==> config.mk <==
export PLATFORM = sky130hd
export DESIGN_NAME = sssi_top
export DESIGN_NICKNAME = d
export VERILOG_FILES = /design/src/design/sssi_pkg.sv /design/src/design/sssi_sync.sv /design/src/design/sssi_top.sv
export SDC_FILE = /design/constraint.sdc
export NUM_CORES = 1
export LEC_CHECK = 0
export ABC_CLOCK_PERIOD_IN_PS = 3900
export BUFFER_PORTS_ARGS = -buffer_cell sky130_fd_sc_hd__buf_4
export CAP_MARGIN = 20
export CORE_ASPECT_RATIO = 1.2
export CORE_UTILIZATION = 60
export DETAILED_ROUTE_END_ITERATION = 10
export PLACE_DENSITY = 0.82
export SLEW_MARGIN = 15
export SYNTH_ARGS = -nofsm -noshare
export SYNTH_HDL_FRONTEND = slang
export SYNTH_SLANG_ARGS = --single-unit
==> constraint.sdc <==
create_clock -name sys_clk -period 3.9 [get_ports sys_clk]
set_clock_uncertainty 0.2 [all_clocks]
set_input_delay 0.39 -clock sys_clk [delete_from_list [all_inputs] [get_ports sys_clk]]
set_output_delay 0.39 -clock sys_clk [all_outputs]
set_load 0.1 [all_outputs]
==> src/design/sssi_pkg.sv <==
package sssi_pkg;
  localparam logic [5:0] I2C_ACCEL_BASE = 6'h0c;
  localparam logic [5:0] I2C_GYRO_BASE  = 6'h34;
  localparam logic [4:0] I2C_MAG_BASE   = 5'h04;
  localparam logic [2:0] BANK_ACCEL     = 3'h1;
  localparam logic [2:0] BANK_GYRO      = 3'h2;
  localparam logic [2:0] BANK_MAGNET    = 3'h4;
  localparam logic [3:0] CTRL_LAST_BIT  = 4'h7;
  localparam logic [3:0] FRAME_LAST_BIT = 4'hf;
  localparam logic [3:0] DATA_FIRST_BIT = 4'h8;
  localparam logic [3:0] I2C_ACK_SLOT   = 4'h8;
  localparam logic [6:0] ADDR_RESET     = 7'h00;
  localparam logic [7:0] BYTE_RESET     = 8'h00;
  localparam int         SYNC_WIDTH     = 9;
  // Idle pin levels after reset: all three selects high, every other bit low.
  localparam logic [SYNC_WIDTH-1:0] SYNC_IDLE = 9'h01c;

  typedef enum logic [5:0] {
    ST_IDLE      = 6'b000001,
    ST_SPI       = 6'b000010,
    ST_I2C_ADDR  = 6'b000100,
    ST_I2C_REG   = 6'b001000,
    ST_I2C_WDATA = 6'b010000,
    ST_I2C_RDATA = 6'b100000
  } sssi_state_t;
endpackage

==> src/design/sssi_sync.sv <==
`timescale 1ns/1ps
`default_nettype none
module sssi_sync #(
  parameter int               WIDTH      = 1,
  parameter logic [WIDTH-1:0] IDLE_LEVEL = '0
) (
  // Clock and reset.
  input  wire logic             sys_clk,
  input  wire logic             rstLocal_n,
  // Levels.
  input  wire logic [WIDTH-1:0] din,
  output logic      [WIDTH-1:0] dout
);
  logic [WIDTH-1:0] stage1;

  // Reset holds the pins' idle levels, so no false select edge follows reset.
  always_ff @(posedge sys_clk or negedge rstLocal_n) begin
    if (!rstLocal_n) begin
      stage1 <= IDLE_LEVEL;
      dout   <= IDLE_LEVEL;
    end else begin
      stage1 <= din;
      dout   <= stage1;
    end
  end
endmodule // sssi_sync
`default_nettype wire

==> src/design/sssi_top.sv <==
`timescale 1ns/1ps
`default_nettype none
module sssi_top import sssi_pkg::*; (
  // Clock and reset.
  input  wire logic       sys_clk,
  input  wire logic       rst_n,
  // Straps.
  input  wire logic       protocol_select_strap,
  input  wire logic       first_addr_strap,
  input  wire logic       second_addr_strap,
  input  wire logic       magnet_addr_bit1_strap,
  // Chip selects and serial clock.
  input  wire logic       accel_chip_select_low,
  input  wire logic       gyro_chip_select_low,
  input  wire logic       magnet_chip_select_low,
  input  wire logic       shared_clock_pin,
  // Shared data pin.
  input  wire logic       shared_data_pin_in,
  output logic            shared_data_pin_out,
  output logic            shared_data_pin_oe_n,
  // Serial data outputs.
  output logic            accel_magnet_serial_out,
  output logic            accel_magnet_serial_out_oe_n,
  output logic            gyro_serial_out,
  output logic            gyro_serial_out_oe_n,
  // Configuration and status.
  input  wire logic       threeWireAccel,
  input  wire logic       threeWireGyro,
  output logic            spiThreeWire,
  output logic            spiModeHigh,
  // Register access.
  output logic      [2:0] regBank,
  output logic      [6:0] regAddr,
  output logic            wrStrobe,
  output logic      [7:0] wrData,
  output logic            rdStrobe,
  input  wire logic [7:0] rdData
);
  ////////////////////////////////////////////////////////////////////////////
  logic [1:0]              rstSync;
  wire                     rstLocal_n = rstSync[1];
  logic [SYNC_WIDTH-1:0]   syncd;
  sssi_state_t             state;
  logic                    sclPrev;
  logic                    sdaPrev;
  logic [3:0]              bitCnt;
  logic [7:0]              shiftIn;
  logic [7:0]              txShift;
  logic                    txBit;
  logic                    rw;
  logic                    rdPend;

  // Reset is released through two flip-flops.
  always_ff @(posedge sys_clk or negedge rst_n) begin
    if (!rst_n) begin
      rstSync <= 2'b00;
    end else begin
      rstSync <= {rstSync[0], 1'b1};
    end
  end

  // Every strap, select, clock and data pin passes two flip-flops before any logic looks at it; the three-wire inputs do not.
  sssi_sync #(.WIDTH(SYNC_WIDTH), .IDLE_LEVEL(SYNC_IDLE)) uSync (
    .sys_clk    (sys_clk),
    .rstLocal_n (rstLocal_n),
    .din        ({protocol_select_strap, first_addr_strap, second_addr_strap,
                  magnet_addr_bit1_strap, accel_chip_select_low,
                  gyro_chip_select_low, magnet_chip_select_low,
                  shared_clock_pin, shared_data_pin_in}),
    .dout       (syncd)
  );

  ////////////////////////////////////////////////////////////////////////////
  wire       psI2c   = syncd[8];
  wire       strap1  = syncd[7];
  wire       strap2  = syncd[6];
  wire       strapM  = syncd[5];
  wire [2:0] csLow   = ~{syncd[2], syncd[3], syncd[4]};
  wire       scl     = syncd[1];
  wire       sda     = syncd[0];
  wire       sclRise = scl & ~sclPrev;
  wire       sclFall = ~scl & sclPrev;
  wire       i2cStart = psI2c & scl & sclPrev & sdaPrev & ~sda;
  wire       i2cStop  = psI2c & scl & sclPrev & ~sdaPrev & sda;
  // A select is honoured only with the strap low.
  wire       csAny   = ~psI2c & (csLow != 3'h0);
  wire       csOwn   = ~psI2c & ((csLow & regBank) != 3'h0);
  wire [2:0] bankSel = csLow[0] ? BANK_ACCEL : (csLow[1] ? BANK_GYRO : BANK_MAGNET);
  wire [7:0] shiftNext = {shiftIn[6:0], sda};
  wire [3:0] cntNext   = (bitCnt == FRAME_LAST_BIT) ? DATA_FIRST_BIT : bitCnt + 4'h1;
  // Only 7-bit addresses are decoded; 10-bit headers never match.
  wire hitAcc  = shiftIn[7:1] == {I2C_ACCEL_BASE, strap1};
  wire hitGyro = shiftIn[7:1] == {I2C_GYRO_BASE, strap2};
  wire hitMag  = shiftIn[7:1] == {I2C_MAG_BASE, strapM, strap1};
  wire addrHit = hitAcc | hitGyro | hitMag;
  wire [2:0] hitBank = hitAcc ? BANK_ACCEL : (hitGyro ? BANK_GYRO : BANK_MAGNET);
  wire spiDriveSlot = sclFall & rw & (bitCnt >= DATA_FIRST_BIT);

  assign spiThreeWire            = threeWireAccel & threeWireGyro;
  assign shared_data_pin_out     = txBit;
  assign accel_magnet_serial_out = txBit;
  assign gyro_serial_out         = txBit;

  always_ff @(posedge sys_clk or negedge rstLocal_n) begin
    if (!rstLocal_n) begin
      sclPrev <= 1'b0;
      sdaPrev <= 1'b0;
      rdPend  <= 1'b0;
    end else begin
      sclPrev <= scl;
      sdaPrev <= sda;
      rdPend  <= rdStrobe;
    end
  end

  ////////////////////////////////////////////////////////////////////////////
  // The fetched byte lands two cycles after the strobe, well before the next
  // falling clock edge, since a serial half period spans at least four cycles.
  always_ff @(posedge sys_clk or negedge rstLocal_n) begin
    if (!rstLocal_n) begin
      state                        <= ST_IDLE;
      bitCnt                       <= 4'h0;
      shiftIn                      <= BYTE_RESET;
      txShift                      <= BYTE_RESET;
      txBit                        <= 1'b0;
      rw                           <= 1'b0;
      spiModeHigh                  <= 1'b0;
      regBank                      <= BANK_ACCEL;
      regAddr                      <= ADDR_RESET;
      wrStrobe                     <= 1'b0;
      wrData                       <= BYTE_RESET;
      rdStrobe                     <= 1'b0;
      shared_data_pin_oe_n         <= 1'b1;
      accel_magnet_serial_out_oe_n <= 1'b1;
      gyro_serial_out_oe_n         <= 1'b1;
    end else begin
      wrStrobe <= 1'b0;
      rdStrobe <= 1'b0;
      case (state)
        ST_IDLE: begin
          bitCnt                       <= 4'h0;
          rw                           <= 1'b0;
          shared_data_pin_oe_n         <= 1'b1;
          accel_magnet_serial_out_oe_n <= 1'b1;
          gyro_serial_out_oe_n         <= 1'b1;
          if (csAny) begin
            state       <= ST_SPI;
            regBank     <= bankSel;
            spiModeHigh <= scl;
          end else if (i2cStart) begin
            state <= ST_I2C_ADDR;
          end
        end
        ST_SPI: begin
          if (!csOwn) begin
            state <= ST_IDLE;
            shared_data_pin_oe_n         <= 1'b1;
            accel_magnet_serial_out_oe_n <= 1'b1;
            gyro_serial_out_oe_n         <= 1'b1;
          end else if (sclRise) begin
            shiftIn <= shiftNext;
            bitCnt  <= cntNext;
            if (bitCnt == CTRL_LAST_BIT) begin
              rw       <= shiftNext[7];
              regAddr  <= shiftNext[6:0];
              rdStrobe <= shiftNext[7];
            end
            if (bitCnt == FRAME_LAST_BIT) begin
              if (rw) begin
                regAddr  <= regAddr + 7'h1;
                rdStrobe <= 1'b1;
              end else begin
                wrData   <= shiftNext;
                wrStrobe <= 1'b1;
              end
            end
          end else if (spiDriveSlot) begin
            txBit   <= txShift[7];
            txShift <= {txShift[6:0], 1'b0};
            if (spiThreeWire) begin
              shared_data_pin_oe_n <= 1'b0;
            end else if (regBank == BANK_GYRO) begin
              gyro_serial_out_oe_n <= 1'b0;
            end else begin
              accel_magnet_serial_out_oe_n <= 1'b0;
            end
          end
        end
        default: begin
          if (i2cStop || !psI2c) begin
            state                <= ST_IDLE;
            shared_data_pin_oe_n <= 1'b1;
          end else if (i2cStart) begin
            state                <= ST_I2C_ADDR;
            bitCnt               <= 4'h0;
            shared_data_pin_oe_n <= 1'b1;
          end else if (sclRise) begin
            bitCnt <= (bitCnt == I2C_ACK_SLOT) ? 4'h0 : bitCnt + 4'h1;
            if (bitCnt != I2C_ACK_SLOT) begin
              shiftIn <= shiftNext;
            end else if (state == ST_I2C_RDATA && sda) begin
              state <= ST_IDLE;
            end
          end else if (sclFall) begin
            txBit <= 1'b0;
            if (bitCnt == I2C_ACK_SLOT) begin
              shared_data_pin_oe_n <= 1'b1;
              case (state)
                ST_I2C_ADDR: begin
                  if (addrHit) begin
                    shared_data_pin_oe_n <= 1'b0;
                    regBank              <= hitBank;
                    rdStrobe             <= shiftIn[0];
                    state <= shiftIn[0] ? ST_I2C_RDATA : ST_I2C_REG;
                  end else begin
                    state <= ST_IDLE;
                  end
                end
                ST_I2C_REG: begin
                  regAddr              <= shiftIn[6:0];
                  shared_data_pin_oe_n <= 1'b0;
                  state                <= ST_I2C_WDATA;
                end
                ST_I2C_WDATA: begin
                  wrData               <= shiftIn;
                  wrStrobe             <= 1'b1;
                  shared_data_pin_oe_n <= 1'b0;
                end
                default: begin
                  regAddr  <= regAddr + 7'h1;
                  rdStrobe <= 1'b1;
                end
              endcase
            end else if (state == ST_I2C_RDATA) begin
              shared_data_pin_oe_n <= txShift[7];
              txShift              <= {txShift[6:0], 1'b0};
            end else begin
              shared_data_pin_oe_n <= 1'b1;
            end
          end
        end
      endcase
      if (rdPend) begin
        txShift <= rdData;
      end
    end
  end
endmodule // sssi_top
`default_nettype wire

==> results of run 1 <==
registers in the layout, indices dropped and copies added, names as in the netlist, 2 cells and up:
signal and count:
rstSync 2, wrData 8, txShift 8, regBank 3, regAddr 7, shiftIn 8, uSync.stage1 9, state 6
bitCnt 4, uSync.dout 9
per-layer routing:
metal  up-vias  wire length, um  track usage (%)
li1       1530                -                -
met1      1565             3930             37.0
met2       128             4830             51.1
met3        20              560             5.13
met4         0              205             13.3
met5         -                0                0
worst max-delay path, stage by stage, from the launching register on:
cell      delay, ps
dfrtp_1         440
or4_4           570
or2_1           450
inv_2           210
nand3_1         110
a211oi_2        590
mux2_2          400
mux2_2          260
path summary, 6_finish.rpt:
path                       cells after the start                 startpoint                 endpoint
min in group asynchronous                      2                      rst_n     rstSync[1]$_DFF_PN0_
hold reg to reg                                0  uSync.stage1[8]$_DFF_PN0_  uSync.dout[8]$_DFF_PN0_
max in group asynchronous                      1       rstSync[1]$_DFF_PN0_  uSync.dout[3]$_DFF_PN1_
setup / recovery                               7       state[4]$_DFFE_PN0P_   txShift[6]$_DFFE_PN0P_
setup reg to reg                               7       state[4]$_DFFE_PN0P_   txShift[6]$_DFFE_PN0P_
hold / removal                                 3                  rdData[0]   txShift[0]$_DFFE_PN0P_
cell families after synthesis:
group | share of synthesized area [%]
muxes | 11.6
buffers and inverters | 3.74
xor gates and xnor gates | 1.53
adders and majority gates | 2.49
DFF | 47.1
other | 0.0935
and+or+nand+nor | 17.2
AOI/OAI and AO/OA | 16.2
cells in the final DEF, fill, tap and decap left out, types with 4 or more instances in the layout:
master | netlist | final
o211ai_1 | 6 | 6
buf_4 | 2 | 53
nand4_1 | 7 | 7
nand3_1 | 10 | 10
clkbuf_8 | 0 | 10
xor2_1 | 4 | 4
inv_1 | 11 | 11
dlygate4sd3_1 | 0 | 10
nand2b_1 | 11 | 11
a21oi_1 | 14 | 14
mux2_2 | 37 | 37
nor2_1 | 16 | 16
dfstp_2 | 11 | 11
nand2_1 | 49 | 49
dfrtp_1 | 64 | 63
o31ai_1 | 4 | 4
nor4_1 | 5 | 5
nor3_1 | 10 | 10
mux2i_1 | 5 | 5
or2_2 | 4 | 4
ha_1 | 8 | 8
o21ai_0 | 21 | 21
a31oi_1 | 5 | 5
nand3b_1 | 4 | 4
report_power, final:
| part | leakage (nW) | switching [mW] | internal (mW) |
|---|---|---|---|
| combinational | 1.11 | 1.32 | 0.533 |
| clock | 0.117 | 0.293 | 0.379 |
| sequential | 0.928 | 0.261 | 0.979 |
cells in the mapped netlist (6+ instances only):
cell type  instances
o211ai_1           6
mux2_2            37
dfstp_2           11
dfrtp_1           64
nor3_1            10
o21ai_0           21
nand4_1            7
nor2_1            16
nand2_1           49
inv_1             11
ha_1               8
a21oi_1           14
nand2b_1          11
nand3_1           10
clkbuf_1          10
through the flow:
| stage | cells | setup slack (ps) | power, mW |
|---|---|---|---|
| 6_report | 535 | 537 | 3.77 |
| 5_1_grt | 535 | 355 | 3.95 |
| 4_1_cts | 535 | 558 | 3.77 |
| 3_5_place_dp | 509 | 592 | 3.08 |
| 3_3_place_gp | 509 | 627 | 3.04 |
| 2_1_floorplan | 393 | 592 | 2.66 |
cell type report:
cell class              instances  area, um2  share of cell area [%]
clock buffers                  10        138                    2.90
clock inverters                 6       87.6                    1.85
inverters                      12       45.0                   0.951
multi-input cells             284       1970                    41.6
flip-flops and latches         75       1890                    39.9
well taps                      85        106                    2.24
repair buffers                 63        498                    10.5
repair_timing:
item / in CTS / in global routing
hold buffers: 10 / 0
setup endpoints to repair: 0 / 0
endpoints found under the hold margin: 11 / 0
==> impl_results.md, run 1 <==
- Setup repair after global routing missed its margin: no
- Finished Core Util: 73.5%
- Detailed-route via count: approximately 3200
- Sequential fraction of the synthesis area: 47.1%
- Crit path arrival time: about 3400 ps
- Router iterations before antenna repair: 4
- Maximum resistive drop on vdd: approximately 0.63 mV
- Port Buffers: 48
- CTS tree: done
- Placeable core region: approximately 6400 um2
- CTS clk-pin slew, worst paths: around 80 ps
- Violation count after the first detailed-routing iteration: roughly 250
- EDFF count, synth: 0
- Root Buffer Master: clkbuf_8
- Number of antenna violations at the first check in global routing: 0
- Total number of nets in the final design: 474
- Initial core utilization: between 60 and 70%
- Final non-filler cell area: 4740 um2
- Final weighted congestion in routability-driven placement: between 0.9 and 1
- Hold Slack: ~65 ps
- Residual DRC count: 0
- I/O pins: 49
- Status: complete, no violations
- Setup TNS: 0 ps
- Biggest area consumer among synthesized cells: dfrtp_1
- Proportion of layout cells with a drive suffix above 1: 29.3%
- Synthesis warning total: 0
- Net count after synthesis: about 420
- Total grt overflow: 0
- Max Fanout on Critical Path: 16
- Instance count of the mapped netlist: 393
- Unique cell type count in the Yosys netlist: 66
- Total wirelength of the detailed-routed design: 9530 um
- Relative slew slack: between 40% and 50%
- Required time of the worst setup path: a little under 4000 ps
- Remaining number of nets flagged by the antenna check after routing: 0
- Final clock period utilization by the worst path: a little under nine tenths
- Die area: approximately 7000 um2
- Number of register bits inferred by synthesis: 75
- Routed vias/inst: approximately 6
- # clock sinks: between 70 and 80
- Wire length of the first global-routing pass: 16100 um
- Cell Area, Placed: about 4400 um2
- Peak Freq: between 200 and 300 MHz
- Worst skew pair latency: 350 ps
- TritonCTS buffer count: 9
- Fill count: roughly 440
- Final period demand of the worst path: between 3000 and 4000 ps
- Fraction of post-synthesis cell area in the top cell type by area: approximately two fifths
- Cell area after technology mapping: approximately 4000 um2
- LEAKAGE: about 2.2 nW
- Largest net degree at the start of global routing: 40
- Dominant synthesized flop cell: dfrtp_1
- Post-DR wirelength/cell: 17.8 um
- Async set-reset flop share out of synthesis: 100%
- Post-detail-place hpwl: approximately 6700 um
- Power Dens Cells: between 700 and 800 nW/um2
- Area growth from synthesis to layout: 18.1%
- GRT Util Overall: between 20 and 30%
- Crit end category: flop
- Slew @ Worst Pin: around 860 ps
- R2r setup slk: 540 ps
- Number of rows in the core area: 32
- Number of pins with negative max-slew slack in the final report: 0
- Antenna diode count: 0
- Number of global-route vias before repair: ~3300
- Leading post-synthesis cells by cell area: dfrtp_1 40%, mux2_2 10%, dfstp_2 7.2%
- Critical path class: flop to flop
- Buffer depth of the longest clock path: 2
- Resized Gates After CTS: 0
- Width of the die: around 77 um
- Finish-stage setup viols: 0
- Type of the most critical hold path: input pin to flop
- H-tree depth: 3
- Total of max-cap violations: 0
- Per-instance average area after synthesis: 10.2 um2
- Die Ht: around 92 um
- Kind of launch point of the worst setup path: flop
- Final Hold Violating Endpoints: 0
- Post-CTS setup buffers: 0
Note: power is estimated with default switching activity, not from simulation.
==> run 2: changes to the inputs <==
- CORE_UTILIZATION: 60 -> 40
- PLACE_DENSITY: 0.82 -> default
==> run 2 against run 1 <==
  * Total power is 3.9% higher
  * Clock-buffer cell count rose by 2
  * Critical path type unchanged
  * Wire length is 0.13% lower
  * Register-to-register slack better by 60 ps
  * Combinational power decreased by 2%
  * Cell area up 2.9%
  * Non-clock buffer count is the same
  * Highest routed layer unchanged
  * Largest power group unchanged
==> impl_results.md, run 2 (synthesized netlist as in run 1, its figures left out) <==
- Status: complete, no violations (unchanged)
- Setup TNS: 0 ps (unchanged)
- Highest-count cells in the layout ignoring fill and taps: 63 x dfrtp_1, 53 x buf_4, 49 x nand2_1, 37 x mux2_2, 21 x o21ai_0 (unchanged)
- Number of rows in the core area: 39 (was 32)
- TritonCTS buffer count: 9 (unchanged)
- Total grt overflow: 0 (unchanged)
- Number of antenna violations at the first check in global routing: 0 (unchanged)
- Placeable core region: 9610 um2 (was 6450 um2)
- Detailed route wirelength on metal2: 4600 um (was 4830 um)
- # clock sinks: 75 (unchanged)
- Die Ht: 112 um (was 91.6 um)
- CTS tree: done (unchanged)
- GRT Util Overall: 20.2% (was 29.9%)
- Leading registers by flop count: uSync.dout x9, uSync.stage1 x9 (unchanged)
- Setup repair after global routing missed its margin: no (unchanged)
- Total Power Consumption: 3.92 mW (was 3.77 mW)
- Max Fanout on Critical Path: 16 (unchanged)
- Top Layer Used: met4 (unchanged)
- Final Hold Violating Endpoints: 0 (unchanged)
- Kind of launch point of the worst setup path: flop (unchanged)
- Remaining number of nets flagged by the antenna check after routing: 0 (unchanged)
- Wire length of the first global-routing pass: 16100 um (about the same)
- Routed metal-1 wirelength: 4380 um (was 3930 um)
- Crit end category: flop (unchanged)
- Routed vias/inst: 5.64 (was 6.06)
- Final weighted congestion in routability-driven placement: 0.899 (was 0.959)
- Number of global-route vias before repair: 3213 (was 3347)
- Violation count after the first detailed-routing iteration: 163 (was 249)
- Port Buffers: 48 (unchanged)
- Area growth from synthesis to layout: 21.5% (was 18.1%)
- Number of pins with negative max-slew slack in the final report: 0 (unchanged)
- Required time of the worst setup path: 3920 ps (about the same)
- Final period demand of the worst path: 3300 ps (was 3360 ps)
- Antenna diode count: 0 (unchanged)
- Maximum resistive drop on vdd: 0.633 mV (was 0.630 mV)
- Largest net degree at the start of global routing: 51 (was 40)
- Root Buffer Master: clkbuf_16 (was clkbuf_8)
- Fill count: 885 (was 444)
- Total wirelength of the detailed-routed design: 9520 um (was 9530 um)
- Relative slew slack: 52.8% (was 43.0%)
- Finish-stage setup viols: 0 (unchanged)
- Critical path class: flop to flop (unchanged)
- Final clock period utilization by the worst path: 84.7% (was 86.2%)
- Proportion of layout cells with a drive suffix above 1: 29.3% (unchanged)
- Router iterations before antenna repair: 5 (was 4)
- Detailed-route via count: 3230 (was 3243)
- Commonest non-fill, non-tap cell in the layout: dfrtp_1 (unchanged)
- Width of the die: 93.4 um (was 76.7 um)
- R2r setup slk: 600 ps (was 540 ps)
- Total number of nets in the final design: 474 (unchanged)
- Hold Slack: 90.0 ps (was 64.9 ps)
- Post-DR wirelength/cell: 16.6 um (was 17.8 um)
- Die area: 10400 um2 (was 7020 um2)
- Cell Area, Placed: 4460 um2 (was 4410 um2)
- Detail Route met3 WL: 276 um (was 560 um)
- Slew @ Worst Pin: 703 ps (was 855 ps)
- Peak Freq: 303 MHz (was 297 MHz)
- Total of max-cap violations: 0 (unchanged)
- Residual DRC count: 0 (unchanged)
- Resized Gates After CTS: 0 (unchanged)
- Buffer depth of the longest clock path: 2 (unchanged)
- I/O pins: 49 (unchanged)
- CTS clk-pin slew, worst paths: 60 ps (was 80 ps)
- Power Dens Cells: 803 nW/um2 (was 795 nW/um2)
- Initial core utilization: 41.7% (was 62.2%)
- LEAKAGE: 2.20 nW (was 2.16 nW)
- Final non-filler cell area: 4880 um2 (was 4740 um2)
- Worst skew pair latency: 340 ps (was 350 ps)
- H-tree depth: 3 (unchanged)
- Type of the most critical hold path: input pin to flop (unchanged)
- Crit path arrival time: 3330 ps (was 3380 ps)
- Post-detail-place hpwl: 6840 um (was 6660 um)
run 2: cell count changes in the layout (fill, tap and decap cells not counted), sizes merged:
cell      previous run  this run
clkbuf              10        12
bufinv               2         1
clkinv               3         2
clkinvlp             0         1
inv                 13        12
run 2: where the power goes:
part / total [mW] / switching (mW) / internal (mW)
logic: 1.82 / 1.30 / 0.524
registers: 1.24 / 0.263 / 0.982
clock network: 0.847 / 0.302 / 0.545
total: 3.92 / 1.87 / 2.05
run 2: per-stage QoR:
stage                     instances  utilization (%)  setup slack, ps
after floorplan                 393                -              592
after global routing            573             50.7              431
final                           573             50.7              596
after CTS                       573             50.7              618
after global placement          547             46.4              708
after detailed placement        547             46.4              629
run 2: worst paths after layout:
| check | startpoint | end | cells past startpoint |
|---|---|---|---|
| worst max-delay path | state[4]$_DFFE_PN0P_ | shiftIn[1]$_DFFE_PN0P_ | 5 |
| worst min-delay path | rdData[0] | txShift[0]$_DFFE_PN0P_ | 3 |
| worst max register to register | state[4]$_DFFE_PN0P_ | shiftIn[1]$_DFFE_PN0P_ | 5 |
| worst min register to register | rstSync[1]$_DFF_PN0_ | uSync.stage1[1]$_DFF_PN0_ | 0 |
| max in group asynchronous | rstSync[1]$_DFF_PN0_ | uSync.dout[6]$_DFF_PN0_ | 1 |
| min in group asynchronous | rstSync[1]$_DFF_PN0_ | uSync.stage1[1]$_DFF_PN0_ | 0 |
run 2: worst max-delay path, stage by stage, from the launching register on:
cell and delay (ps):
dfrtp_1 430, or4_4 570, or2_1 460, or2_0 460
a2111oi_4 650, mux2_2 410
run 2: cell type report:
cell class	count	area [um2]	share of cell area (%)
multi-input combinational	284	1970	40.4
sequential	75	1890	38.8
timing repair buffer	63	498	10.2
clock buffer	12	267	5.46
tap	123	154	3.16
clock inverter	4	47.5	0.975
inverter	12	45.0	0.924
run 2: what timing repair did:
item,CTS,global route
hold endpoints to repair,11,0
buffers inserted,0,0
hold buffers,10,0
run 2: routing by layer:
| layer | global-route usage [%] | vias up |
|---|---|---|
| li1 | - | 1527 |
| met1 | 25.8 | 1626 |
| met2 | 32.1 | 61 |
| met3 | 4.30 | 16 |
| met4 | 10.1 | 0 |
| met5 | 0 | - |
